==> src/hdl/sdsv_cfg.svh <==
// Register map, reset values and timing constants of the spindle drive supervision block
`ifndef SDSV_CFG_SVH
`define SDSV_CFG_SVH
`define SDSV_CLK_HZ 50000000
`define SDSV_TICK_US 1000
`define SDSV_US_PER_S 1000000
`define SDSV_MS_PER_S 1000
`define SDSV_NPAR 20
`define SDSV_OFF_SETPOINT 8'h50
`define SDSV_OFF_CTRL 8'h54
`define SDSV_OFF_STATUS 8'h58
`define SDSV_OFF_MASK 8'h5c
`define SDSV_IDX_CUSHION 5'h00
`define SDSV_IDX_HYST 5'h01
`define SDSV_IDX_REACH 5'h02
`define SDSV_IDX_TL2 5'h03
`define SDSV_IDX_SPEED_DEVIATION_ALARM_TIMER 5'h09
`define SDSV_IDX_EXC 5'h0a
`define SDSV_IDX_THR 5'h0b
`define SDSV_IDX_RSVA 5'h0c
`define SDSV_IDX_MKT 5'h0d
`define SDSV_IDX_POST_CHANGEOVER_LIMIT_TIME 5'h0e
`define SDSV_IDX_POST_CHANGEOVER_LIMIT_VALUE 5'h0f
`define SDSV_IDX_RSVB 5'h10
`define SDSV_IDX_OLT 5'h11
`define SDSV_IDX_OLL 5'h12
`define SDSV_IDX_GAIN 5'h13
`define SDSV_RST_CUSHION 16'h0000
`define SDSV_RST_HYST 16'h001e
`define SDSV_RST_REACH 16'h000f
`define SDSV_RST_TL2 16'h0014
`define SDSV_RST_TL3 16'h001e
`define SDSV_RST_TL4 16'h0028
`define SDSV_RST_TL5 16'h0032
`define SDSV_RST_TL6 16'h003c
`define SDSV_RST_TL7 16'h0046
`define SDSV_RST_SPEED_DEVIATION_ALARM_TIMER 16'h000c
`define SDSV_RST_EXC 16'h0032
`define SDSV_RST_THR 16'h0007
`define SDSV_RST_MKT 16'h0096
`define SDSV_RST_POST_CHANGEOVER_LIMIT_TIME 16'h01f4
`define SDSV_RST_POST_CHANGEOVER_LIMIT_VALUE 16'h004b
`define SDSV_RST_OLT 16'h003c
`define SDSV_RST_OLL 16'h006e
`define SDSV_RST_GAIN 16'h0064
`define SDSV_RST_SETPOINT 16'h0000
`define SDSV_THR_ZERO 16'h000c
`define SDSV_FULL_PCT 16'h0064
`define SDSV_PCT_DIV 32'h00000064
`define SDSV_ST_DEV 0
`define SDSV_ST_OL 1
`define SDSV_ST_CHG 2
`define SDSV_ST_DET 3
`define SDSV_CTRL_TL_LSB 0
`define SDSV_CTRL_TL_MSB 1
`define SDSV_CTRL_ALM_CLR 2
`define SDSV_TLMODE_TWO 2'h1
`define SDSV_TLMODE_THREE 2'h2
`endif

==> src/hdl/sdsv_pkg.sv <==
// Types shared by the spindle drive supervision block
package sdsv_pkg;
  // Machine control pins, all asynchronous to CLK
  typedef struct packed {
    logic chg_req;
    logic tl3;
    logic tl2;
    logic tl1;
  } sdsv_pins_t;
  // Supervision flags toward the drive
  typedef struct packed {
    logic shutoff;
    logic accel;
    logic reach;
    logic detect;
  } sdsv_flags_t;
  // Winding changeover sequence, Gray from idle to limit; the return from limit to idle flips both bits
  typedef enum logic [1:0] {
    SDSV_CHG_IDLE = 2'h0,
    SDSV_CHG_SHUT = 2'h1,
    SDSV_CHG_LIMIT = 2'h3
  } sdsv_chg_t;
endpackage

==> src/hdl/sdsv_top.sv <==
// Spindle drive supervision: parameter registers on AXI4-Lite, speed, torque and alarm logic
//
// The AXI4-Lite register port and the register addresses were chosen for this implementation.
`timescale 1ns/100ps
`include "sdsv_cfg.svh"
module sdsv_top #(
  parameter int MS_CYCLES = `SDSV_CLK_HZ / `SDSV_US_PER_S * `SDSV_TICK_US,
  parameter int MS_PER_S = `SDSV_MS_PER_S
) (
  input wire logic CLK,
  input wire logic RST_B,
  input wire logic [7:0] S_AXI_AWADDR,
  input wire logic S_AXI_AWVALID,
  output logic S_AXI_AWREADY,
  input wire logic [31:0] S_AXI_WDATA,
  input wire logic [3:0] S_AXI_WSTRB,
  input wire logic S_AXI_WVALID,
  output logic S_AXI_WREADY,
  output logic [1:0] S_AXI_BRESP,
  output logic S_AXI_BVALID,
  input wire logic S_AXI_BREADY,
  input wire logic [7:0] S_AXI_ARADDR,
  input wire logic S_AXI_ARVALID,
  output logic S_AXI_ARREADY,
  output logic [31:0] S_AXI_RDATA,
  output logic [1:0] S_AXI_RRESP,
  output logic S_AXI_RVALID,
  input wire logic S_AXI_RREADY,
  input wire sdsv_pkg::sdsv_pins_t PINS,
  input wire logic [15:0] SPEED_CMD,
  input wire logic [15:0] SPEED_ACT,
  input wire logic [15:0] LOAD_PCT,
  input wire logic [15:0] EXC_REQ,
  input wire logic [15:0] BASE_GAIN,
  output logic [15:0] SPEED_CMD_OUT,
  output sdsv_pkg::sdsv_flags_t FLAGS,
  output logic [15:0] TORQUE_LIMIT,
  output logic [15:0] CURRENT_LIMIT,
  output logic [15:0] EXC_RATE,
  output logic [15:0] TOP_GAIN,
  output logic DEV_ALARM,
  output logic OL_ALARM,
  output logic IRQ
);
  logic [15:0] par_q [0:`SDSV_NPAR-1];
  logic [15:0] setpoint_q;
  logic [1:0] tl_mode_q;
  logic [3:0] status_q;
  logic [3:0] mask_q;
  logic alm_clr;
  logic [7:0] aw_addr_q;
  logic aw_have_q;
  logic [31:0] w_data_q;
  logic [3:0] w_strb_q;
  logic w_have_q;
  logic wr_go;
  logic [4:0] wr_idx;
  logic wr_par;
  sdsv_pkg::sdsv_pins_t pin_m_q;
  sdsv_pkg::sdsv_pins_t pin_s_q;
  logic chg_prev_q;
  logic [31:0] ms_cnt_q;
  logic ms_tick;
  logic [15:0] s_cnt_q;
  logic s_tick;

  // Standard settings; reserved slots and unnamed torque slots come from here
  function automatic logic [15:0] rst_val(input logic [4:0] idx);
    case (idx)
      5'h00: rst_val = `SDSV_RST_CUSHION;
      5'h01: rst_val = `SDSV_RST_HYST;
      5'h02: rst_val = `SDSV_RST_REACH;
      5'h03: rst_val = `SDSV_RST_TL2;
      5'h04: rst_val = `SDSV_RST_TL3;
      5'h05: rst_val = `SDSV_RST_TL4;
      5'h06: rst_val = `SDSV_RST_TL5;
      5'h07: rst_val = `SDSV_RST_TL6;
      5'h08: rst_val = `SDSV_RST_TL7;
      5'h09: rst_val = `SDSV_RST_SPEED_DEVIATION_ALARM_TIMER;
      5'h0a: rst_val = `SDSV_RST_EXC;
      5'h0b: rst_val = `SDSV_RST_THR;
      5'h0d: rst_val = `SDSV_RST_MKT;
      5'h0e: rst_val = `SDSV_RST_POST_CHANGEOVER_LIMIT_TIME;
      5'h0f: rst_val = `SDSV_RST_POST_CHANGEOVER_LIMIT_VALUE;
      5'h11: rst_val = `SDSV_RST_OLT;
      5'h12: rst_val = `SDSV_RST_OLL;
      5'h13: rst_val = `SDSV_RST_GAIN;
      default: rst_val = 16'h0000;
    endcase
  endfunction

  // Byte-lane merge into a 16-bit register
  function automatic logic [15:0] merge(input logic [15:0] old, input logic [31:0] d, input logic [3:0] s);
    merge = {s[1] ? d[15:8] : old[15:8], s[0] ? d[7:0] : old[7:0]};
  endfunction

  // AXI write side: address and data taken independently, one at a time
  assign wr_go = aw_have_q && w_have_q && !S_AXI_BVALID;
  assign wr_idx = aw_addr_q[6:2];
  assign wr_par = (aw_addr_q < `SDSV_OFF_SETPOINT) && (aw_addr_q[1:0] == 2'h0);
  always_ff @(posedge CLK) begin
    if (!RST_B) begin
      aw_have_q <= 1'b0;
      w_have_q <= 1'b0;
      aw_addr_q <= 8'h00;
      w_data_q <= 32'h00000000;
      w_strb_q <= 4'h0;
      S_AXI_AWREADY <= 1'b0;
      S_AXI_WREADY <= 1'b0;
      S_AXI_BVALID <= 1'b0;
      S_AXI_BRESP <= 2'h0;
    end else begin
      S_AXI_AWREADY <= !aw_have_q && !S_AXI_AWREADY;
      S_AXI_WREADY <= !w_have_q && !S_AXI_WREADY;
      if (S_AXI_AWVALID && S_AXI_AWREADY) begin
        aw_have_q <= 1'b1;
        aw_addr_q <= S_AXI_AWADDR;
      end
      if (S_AXI_WVALID && S_AXI_WREADY) begin
        w_have_q <= 1'b1;
        w_data_q <= S_AXI_WDATA;
        w_strb_q <= S_AXI_WSTRB;
      end
      if (wr_go) begin
        S_AXI_BVALID <= 1'b1;
        S_AXI_BRESP <= (wr_par || aw_addr_q == `SDSV_OFF_SETPOINT || aw_addr_q == `SDSV_OFF_CTRL ||
                        aw_addr_q == `SDSV_OFF_STATUS || aw_addr_q == `SDSV_OFF_MASK) ? 2'h0 : 2'h2;
      end else if (S_AXI_BVALID && S_AXI_BREADY) begin
        S_AXI_BVALID <= 1'b0;
        aw_have_q <= 1'b0;
        w_have_q <= 1'b0;
      end
    end
  end

  // a write lands in the live register, used on the next cycle; writes to the two reserved slots are dropped
  always_ff @(posedge CLK) begin
    if (!RST_B) begin
      for (int i = 0; i < `SDSV_NPAR; i++) begin
        par_q[i] <= rst_val(5'(i));
      end
    end else if (wr_go && wr_par && wr_idx != `SDSV_IDX_RSVA && wr_idx != `SDSV_IDX_RSVB) begin
      par_q[wr_idx] <= merge(par_q[wr_idx], w_data_q, w_strb_q);
    end
  end

  // Setpoint, torque input assignment and mask
  always_ff @(posedge CLK) begin
    if (!RST_B) begin
      setpoint_q <= `SDSV_RST_SETPOINT;
      tl_mode_q <= 2'h0;
      mask_q <= 4'h0;
    end else if (wr_go) begin
      if (aw_addr_q == `SDSV_OFF_SETPOINT) setpoint_q <= merge(setpoint_q, w_data_q, w_strb_q);
      if (aw_addr_q == `SDSV_OFF_CTRL && w_strb_q[0]) tl_mode_q <= w_data_q[`SDSV_CTRL_TL_MSB:`SDSV_CTRL_TL_LSB];
      if (aw_addr_q == `SDSV_OFF_MASK && w_strb_q[0]) mask_q <= w_data_q[3:0];
    end
  end
  assign alm_clr = wr_go && aw_addr_q == `SDSV_OFF_CTRL && w_strb_q[0] && w_data_q[`SDSV_CTRL_ALM_CLR];

  // AXI read side: data one cycle after the address is taken
  always_ff @(posedge CLK) begin
    if (!RST_B) begin
      S_AXI_ARREADY <= 1'b0;
      S_AXI_RVALID <= 1'b0;
      S_AXI_RDATA <= 32'h00000000;
      S_AXI_RRESP <= 2'h0;
    end else begin
      S_AXI_ARREADY <= !S_AXI_RVALID && !S_AXI_ARREADY;
      if (S_AXI_ARVALID && S_AXI_ARREADY) begin
        S_AXI_RVALID <= 1'b1;
        S_AXI_RRESP <= 2'h0;
        if (S_AXI_ARADDR < `SDSV_OFF_SETPOINT && S_AXI_ARADDR[1:0] == 2'h0) begin
          S_AXI_RDATA <= {16'h0000, par_q[S_AXI_ARADDR[6:2]]};
        end else begin
          case (S_AXI_ARADDR)
            `SDSV_OFF_SETPOINT: S_AXI_RDATA <= {16'h0000, setpoint_q};
            `SDSV_OFF_CTRL: S_AXI_RDATA <= {30'h0, tl_mode_q};
            `SDSV_OFF_STATUS: S_AXI_RDATA <= {28'h0000000, status_q};
            `SDSV_OFF_MASK: S_AXI_RDATA <= {28'h0000000, mask_q};
            default: begin
              S_AXI_RDATA <= 32'h00000000;
              S_AXI_RRESP <= 2'h2;
            end
          endcase
        end
      end else if (S_AXI_RVALID && S_AXI_RREADY) begin
        S_AXI_RVALID <= 1'b0;
      end
    end
  end

  // Pin synchroniser, second stage is the only reader of the first
  always_ff @(posedge CLK) begin
    if (!RST_B) begin
      pin_m_q <= '0;
      pin_s_q <= '0;
      chg_prev_q <= 1'b0;
    end else begin
      pin_m_q <= PINS;
      pin_s_q <= pin_m_q;
      chg_prev_q <= pin_s_q.chg_req;
    end
  end

  // Millisecond and second enables
  assign ms_tick = (ms_cnt_q == 32'(MS_CYCLES - 1));
  assign s_tick = ms_tick && (s_cnt_q == 16'(MS_PER_S - 1));
  always_ff @(posedge CLK) begin
    if (!RST_B) begin
      ms_cnt_q <= 32'h00000000;
      s_cnt_q <= 16'h0000;
    end else begin
      ms_cnt_q <= ms_tick ? 32'h00000000 : ms_cnt_q + 32'h00000001;
      if (s_tick) s_cnt_q <= 16'h0000;
      else if (ms_tick) s_cnt_q <= s_cnt_q + 16'h0001;
    end
  end

  // step grows by the cushion value each ms, so a small value eases in slowly
  logic [15:0] step_q;
  logic [15:0] cmd_gap;
  logic [16:0] step_sum;
  logic [15:0] step_d;
  assign cmd_gap = (SPEED_CMD >= SPEED_CMD_OUT) ? SPEED_CMD - SPEED_CMD_OUT : SPEED_CMD_OUT - SPEED_CMD;
  assign step_sum = {1'b0, step_q} + {1'b0, par_q[`SDSV_IDX_CUSHION]};
  assign step_d = (step_sum > {1'b0, cmd_gap}) ? cmd_gap : step_sum[15:0];
  always_ff @(posedge CLK) begin
    if (!RST_B) begin
      step_q <= 16'h0000;
      SPEED_CMD_OUT <= 16'h0000;
    end else if (par_q[`SDSV_IDX_CUSHION] == 16'h0000) begin
      step_q <= 16'h0000;
      SPEED_CMD_OUT <= SPEED_CMD;
    end else if (ms_tick) begin
      step_q <= (cmd_gap == 16'h0000) ? 16'h0000 : step_d;
      SPEED_CMD_OUT <= (SPEED_CMD >= SPEED_CMD_OUT) ? SPEED_CMD_OUT + step_d : SPEED_CMD_OUT - step_d;
    end
  end

  // Speed comparisons against the setpoint and the commanded speed
  logic [15:0] act_dev;
  logic [31:0] dev_scaled;
  logic [31:0] reach_win;
  logic [15:0] thr_eff;
  logic [16:0] rel_lvl;
  assign act_dev = (SPEED_ACT >= SPEED_CMD) ? SPEED_ACT - SPEED_CMD : SPEED_CMD - SPEED_ACT;
  assign dev_scaled = {16'h0000, act_dev} * `SDSV_PCT_DIV;
  assign reach_win = {16'h0000, par_q[`SDSV_IDX_REACH]} * {16'h0000, SPEED_CMD};
  // zero threshold is read as twelve
  assign thr_eff = (par_q[`SDSV_IDX_THR] == 16'h0000) ? `SDSV_THR_ZERO : par_q[`SDSV_IDX_THR];
  assign rel_lvl = {1'b0, SPEED_ACT} + {1'b0, par_q[`SDSV_IDX_HYST]};
  always_ff @(posedge CLK) begin
    if (!RST_B) begin
      FLAGS.detect <= 1'b0;
      FLAGS.reach <= 1'b0;
      FLAGS.accel <= 1'b0;
    end else begin
      // set at the setpoint, release only a hysteresis width below it
      if (SPEED_ACT >= setpoint_q) FLAGS.detect <= 1'b1;
      else if (rel_lvl < {1'b0, setpoint_q}) FLAGS.detect <= 1'b0;
      // reach while deviation stays inside the window
      FLAGS.reach <= dev_scaled <= reach_win;
      // ramp judged from the gap between command and smoothed command
      FLAGS.accel <= cmd_gap > thr_eff;
    end
  end

  logic [2:0] tl_in;
  logic [15:0] tl_d;
  assign tl_in = {pin_s_q.tl3, pin_s_q.tl2, pin_s_q.tl1};
  always_comb begin
    tl_d = `SDSV_FULL_PCT;
    if (tl_mode_q == `SDSV_TLMODE_TWO || tl_mode_q == `SDSV_TLMODE_THREE) begin
      if (tl_in[1:0] == 2'h2) tl_d = par_q[`SDSV_IDX_TL2];
      if (tl_in[1:0] == 2'h3) tl_d = par_q[`SDSV_IDX_TL2 + 5'h01];
    end
    if (tl_mode_q == `SDSV_TLMODE_THREE && tl_in[2]) begin
      tl_d = par_q[`SDSV_IDX_TL2 + 5'(tl_in) - 5'h02];
    end
  end

  // excitation floor; gain at top speed
  logic [31:0] gain_prod;
  assign gain_prod = {16'h0000, BASE_GAIN} * {16'h0000, par_q[`SDSV_IDX_GAIN]};
  always_ff @(posedge CLK) begin
    if (!RST_B) begin
      TORQUE_LIMIT <= `SDSV_FULL_PCT;
      EXC_RATE <= 16'h0000;
      TOP_GAIN <= 16'h0000;
    end else begin
      TORQUE_LIMIT <= tl_d;
      EXC_RATE <= (EXC_REQ < par_q[`SDSV_IDX_EXC]) ? par_q[`SDSV_IDX_EXC] : EXC_REQ;
      TOP_GAIN <= 16'(gain_prod / `SDSV_PCT_DIV);
    end
  end

  // Winding changeover sequence; a request during a sequence is ignored
  sdsv_pkg::sdsv_chg_t chg_q;
  logic [15:0] chg_ms_q;
  logic chg_done;
  assign chg_done = (chg_q == sdsv_pkg::SDSV_CHG_LIMIT) && ms_tick &&
                    (chg_ms_q + 16'h0001 >= par_q[`SDSV_IDX_POST_CHANGEOVER_LIMIT_TIME]);
  always_ff @(posedge CLK) begin
    if (!RST_B) begin
      chg_q <= sdsv_pkg::SDSV_CHG_IDLE;
      chg_ms_q <= 16'h0000;
    end else begin
      case (chg_q)
        sdsv_pkg::SDSV_CHG_IDLE: begin
          chg_ms_q <= 16'h0000;
          if (pin_s_q.chg_req && !chg_prev_q) chg_q <= sdsv_pkg::SDSV_CHG_SHUT;
        end
        // hold the power stage off for the shut-off time
        sdsv_pkg::SDSV_CHG_SHUT: begin
          if (ms_tick) begin
            chg_ms_q <= chg_ms_q + 16'h0001;
            // One tick past the setting, so a partial first ms never cuts it short
            if (chg_ms_q + 16'h0001 > par_q[`SDSV_IDX_MKT]) begin
              chg_ms_q <= 16'h0000;
              chg_q <= (par_q[`SDSV_IDX_POST_CHANGEOVER_LIMIT_TIME] == 16'h0000) ? sdsv_pkg::SDSV_CHG_IDLE : sdsv_pkg::SDSV_CHG_LIMIT;
            end
          end
        end
        // current cap for the limit period, then normal
        sdsv_pkg::SDSV_CHG_LIMIT: begin
          if (ms_tick) chg_ms_q <= chg_ms_q + 16'h0001;
          if (chg_done) chg_q <= sdsv_pkg::SDSV_CHG_IDLE;
        end
        default: chg_q <= sdsv_pkg::SDSV_CHG_IDLE;
      endcase
    end
  end
  always_ff @(posedge CLK) begin
    if (!RST_B) begin
      FLAGS.shutoff <= 1'b0;
      CURRENT_LIMIT <= `SDSV_FULL_PCT;
    end else begin
      FLAGS.shutoff <= chg_q == sdsv_pkg::SDSV_CHG_SHUT;
      CURRENT_LIMIT <= (chg_q == sdsv_pkg::SDSV_CHG_LIMIT) ? par_q[`SDSV_IDX_POST_CHANGEOVER_LIMIT_VALUE] : `SDSV_FULL_PCT;
    end
  end

  // Alarm timers in seconds; alarms latch until cleared, a live cause wins
  logic [15:0] dev_s_q;
  logic [15:0] ol_s_q;
  logic dev_hit;
  logic ol_hit;
  logic ol_over;
  assign ol_over = LOAD_PCT > par_q[`SDSV_IDX_OLL];
  // persistence of deviation counted against the timer value
  assign dev_hit = !FLAGS.reach && (dev_s_q >= par_q[`SDSV_IDX_SPEED_DEVIATION_ALARM_TIMER]);
  // overload time integrates up above the level, down at or below it
  assign ol_hit = ol_over && (ol_s_q >= par_q[`SDSV_IDX_OLT]);
  always_ff @(posedge CLK) begin
    if (!RST_B) begin
      dev_s_q <= 16'h0000;
      ol_s_q <= 16'h0000;
      DEV_ALARM <= 1'b0;
      OL_ALARM <= 1'b0;
    end else begin
      if (FLAGS.reach) dev_s_q <= 16'h0000;
      else if (s_tick && dev_s_q != 16'hffff) dev_s_q <= dev_s_q + 16'h0001;
      if (s_tick && ol_over && ol_s_q != 16'hffff) ol_s_q <= ol_s_q + 16'h0001;
      else if (s_tick && !ol_over && ol_s_q != 16'h0000) ol_s_q <= ol_s_q - 16'h0001;
      if (dev_hit) DEV_ALARM <= 1'b1;
      else if (alm_clr) DEV_ALARM <= 1'b0;
      if (ol_hit) OL_ALARM <= 1'b1;
      else if (alm_clr) OL_ALARM <= 1'b0;
    end
  end

  // Sticky status, write one to clear; a new event beats the clear
  logic [3:0] evt;
  logic det_prev_q;
  logic [3:0] clr;
  assign evt = {FLAGS.detect && !det_prev_q, chg_done, ol_hit && !OL_ALARM, dev_hit && !DEV_ALARM};
  assign clr = (wr_go && aw_addr_q == `SDSV_OFF_STATUS && w_strb_q[0]) ? w_data_q[3:0] : 4'h0;
  always_ff @(posedge CLK) begin
    if (!RST_B) begin
      status_q <= 4'h0;
      det_prev_q <= 1'b0;
      IRQ <= 1'b0;
    end else begin
      det_prev_q <= FLAGS.detect;
      status_q <= (status_q & ~clr) | evt;
      IRQ <= |(((status_q & ~clr) | evt) & mask_q);
    end
  end
endmodule

==> config.mk <==
export PLATFORM = sky130hd
export DESIGN_NAME = sdsv_top
export DESIGN_NICKNAME = d
export VERILOG_FILES = /design/src/hdl/sdsv_pkg.sv /design/src/hdl/sdsv_top.sv
export VERILOG_INCLUDE_DIRS = /design/src /design/src/hdl
export SDC_FILE = /design/constraint.sdc
export NUM_CORES = 2
export LEC_CHECK = 0
export ABC_CLOCK_PERIOD_IN_PS = 63700
export BUFFER_PORTS_ARGS = -buffer_cell sky130_fd_sc_hd__clkbuf_2
export CORE_MARGIN = 1
export CORE_UTILIZATION = 49
export CTS_CLUSTER_DIAMETER = 100
export CTS_CLUSTER_SIZE = 30
export DETAILED_ROUTE_END_ITERATION = 10
export PLACE_DENSITY = 0.66
export SYNTH_ARGS = -nofsm -noshare
export SYNTH_HDL_FRONTEND = slang
export SYNTH_SLANG_ARGS = --single-unit
==> constraint.sdc <==
create_clock -name CLK -period 63.7 [get_ports CLK]
set_input_delay 6.37 -clock CLK [delete_from_list [all_inputs] [get_ports CLK]]
set_output_delay 6.37 -clock CLK [all_outputs]
set_load 0.01 [all_outputs]
==> flow_summary.toml <==
[critical_path]
arrival_ns = 31.49
worst_path_dominant_cell_family = "compound AO/OA/AOI/OAI gates"
cp.required_ns = 64.26
cpMostUsedCell = "fa_1"
crit_buf_inv = 7
slowest_stage = "a2111oi_2"
crit_path_max_incr_delay_ns = 0.88
path_max_fanout = 18
worst-setup-path-type = "input pin to flop"
setup.worst_path.start_class = "input pin"
critPathCaptureType = "flop"

[logic_synthesis]
synth_area_sq_mm = 0.0688
synth_cells = 6957
yosysMostFrequentCell = "inv_1"
ys_warn_count = 0
yosysSeqAreaShare_pct = 30.7
synth-edff-count = 512
ys_async_sr_fraction_pct = 0
synth_area_leaders = "edfxtp_1 22%, fa_1 12%, ha_1 10%, dfxtp_1 8.4%, mux4_2 6.9%"
yosysTopAreaCell = "edfxtp_1"
netlist.area_leader.share_pct = 22.3
synth_common_cells = "763 x inv_1, 630 x nand2_1, 571 x ha_1"
syn_area_per_cell_sq_um = 9.89
synth_cell_type_count = 133
synth_flop_cell = "edfxtp_1"
synth-seq-cells = 800

[timing]
final-max-slew-violation-count = 0
fin_crit_sh_pct = 48.6
slew_headroom_pct = 11.6
min_period_ns = 30.93
setup_viol = 0
setup_tns_ns = 0
max_freq_mhz = 32.3
fin_skew_ns = 0.0389
worst_pin_slew_ns = 1.32
rsz0062_at_grt = "false"
finalHoldViolCount = 0

[placement]
port_buffers = 234
hpwlAfterDp_mm = 149
gp_congestion = 0.977

[cts]
clk_latency_ns = 0.68
clockBufferDepth = 3
cts_made_buffers = 39
htreeDepth = 2
cts_hold_buf = 0
post-cts-setup-buffers = 0
clkSinkCount = 800
cts_tree = "yes"
cts.repair.resized = 0
clk_pin_slew_ns = 0.12
root_buffer = "clkbuf_16"

[global_routing]
grt_usage_pct = 27.8
grt_pass1_vias = 51487
antenna_found_initial = 14
gr-total-overflow = 0
grt_max_degree = 95
grt_pass1_wl_mm = 305

[cells_and_area]
area_growth_pct = 7.27
fin_nets = 8320
drive_gt1_share_pct = 9.83
top_register = "par_q"
reg_top3 = "par_q: 512 flops, ms_cnt_q: 32 flops"
largest_register_ffs = 512

[detailed_routing]
vias = 53042
drt_iter0_drc = 4522
drc = 0
drt_pass1_iterations = 6
avgRoutedWirePerCell_um = 21.6
viasPerCell = 5.82
final_antenna_net_count = 0
totalWireLength_mm = 197

[run_status]
status = "finished clean"

[floorplanning]
die_h_um = 377
start_util_pct = 49.4
io_pins = 271
die_area_sq_mm = 0.142
rows = 137
die_x_um = 377
core_area_sq_mm = 0.139

[flow_run]
drv_cap = 0

[min_path]
worstHoldPathType = "flop to flop"
area by class of cell:
| type | instances | area [sq um] |
|---|---|---|
| Inverter | 765 | 2880 |
| Sequential cell | 800 | 21100 |
| Clock inverter | 18 | 332 |
| Timing Repair Buffer | 317 | 1810 |
| Tap cell | 1876 | 2350 |
| Antenna cell | 3 | 7.51 |
| Clock buffer | 54 | 1030 |
| Multi-Input combinational cell | 5276 | 44300 |
| Fill cell | 12489 | 65600 |
stage by stage:
step                cells  instance area (sq um)  setup slack (ns)  util [%]  hold WS, ns
floorplan            7198                  69700             37.21         -        0.412
global placement     9034                  72400             32.67      52.0        0.419
detailed placement   9034                  72400             32.54      52.0        0.425
CTS                  9106                  73800             33.18      53.0        0.440
global route         9108                  73800             31.18      53.0        0.468
finish               9109                  73800             32.77      53.0        0.441
final timing paths:
| check | from | to | slack (ns) | cells after the start |
|---|---|---|---|---|
| hold / removal | pin_m_q[2] | pin_s_q[2] | 0.44 | 1 |
| setup / recovery | BASE_GAIN[10] | TOP_GAIN[0] | 32.77 | 75 |
| setup reg to reg | par_q[19][6] | TOP_GAIN[0] | 38.00 | 71 |
| hold reg to reg | pin_m_q[2] | pin_s_q[2] | 0.44 | 1 |
logic make-up after synthesis:
family	count (synthesis)	synth area share, %
xor+xnor	290	3.75
buf+inv	1122	6.31
simple gates	2160	15.8
fa+ha+maj	983	22.3
other cells	1	0.00545
flops	800	30.7
compound gates	1271	12.4
mux	330	8.70
cells in the final DEF, fill, tap and decap left out, types with 60 or more instances in the layout:
cell type / count
mux2i_1: 97
or3_1: 87
nand4_1: 70
fa_1: 407
nand2b_1: 71
conb_1: 242
nand3_1: 96
nor2_1: 400
clkbuf_2: 231
a21oi_1: 366
and2_1: 524
inv_1: 763
o21bai_1: 65
xor2_1: 106
ha_1: 570
o21ai_0: 256
xnor2_1: 178
nor3_1: 60
dfxtp_1: 287
mux4_2: 210
nand2_1: 630
a21o_1: 118
edfxtp_1: 512
buf_4: 84
layer usage:
layer	up-vias	GRT usage (%)	share of wire, %
met5	-	0	0.045
met4	14	7.95	3.0
met3	287	5.09	8.8
met2	2003	43.8	45
met1	26315	39.0	43
li1	24423	-	-
Power is left out: the tool's default activity adds up to more than one toggle a clock period on the data nets, which glitch-free logic cannot reach.
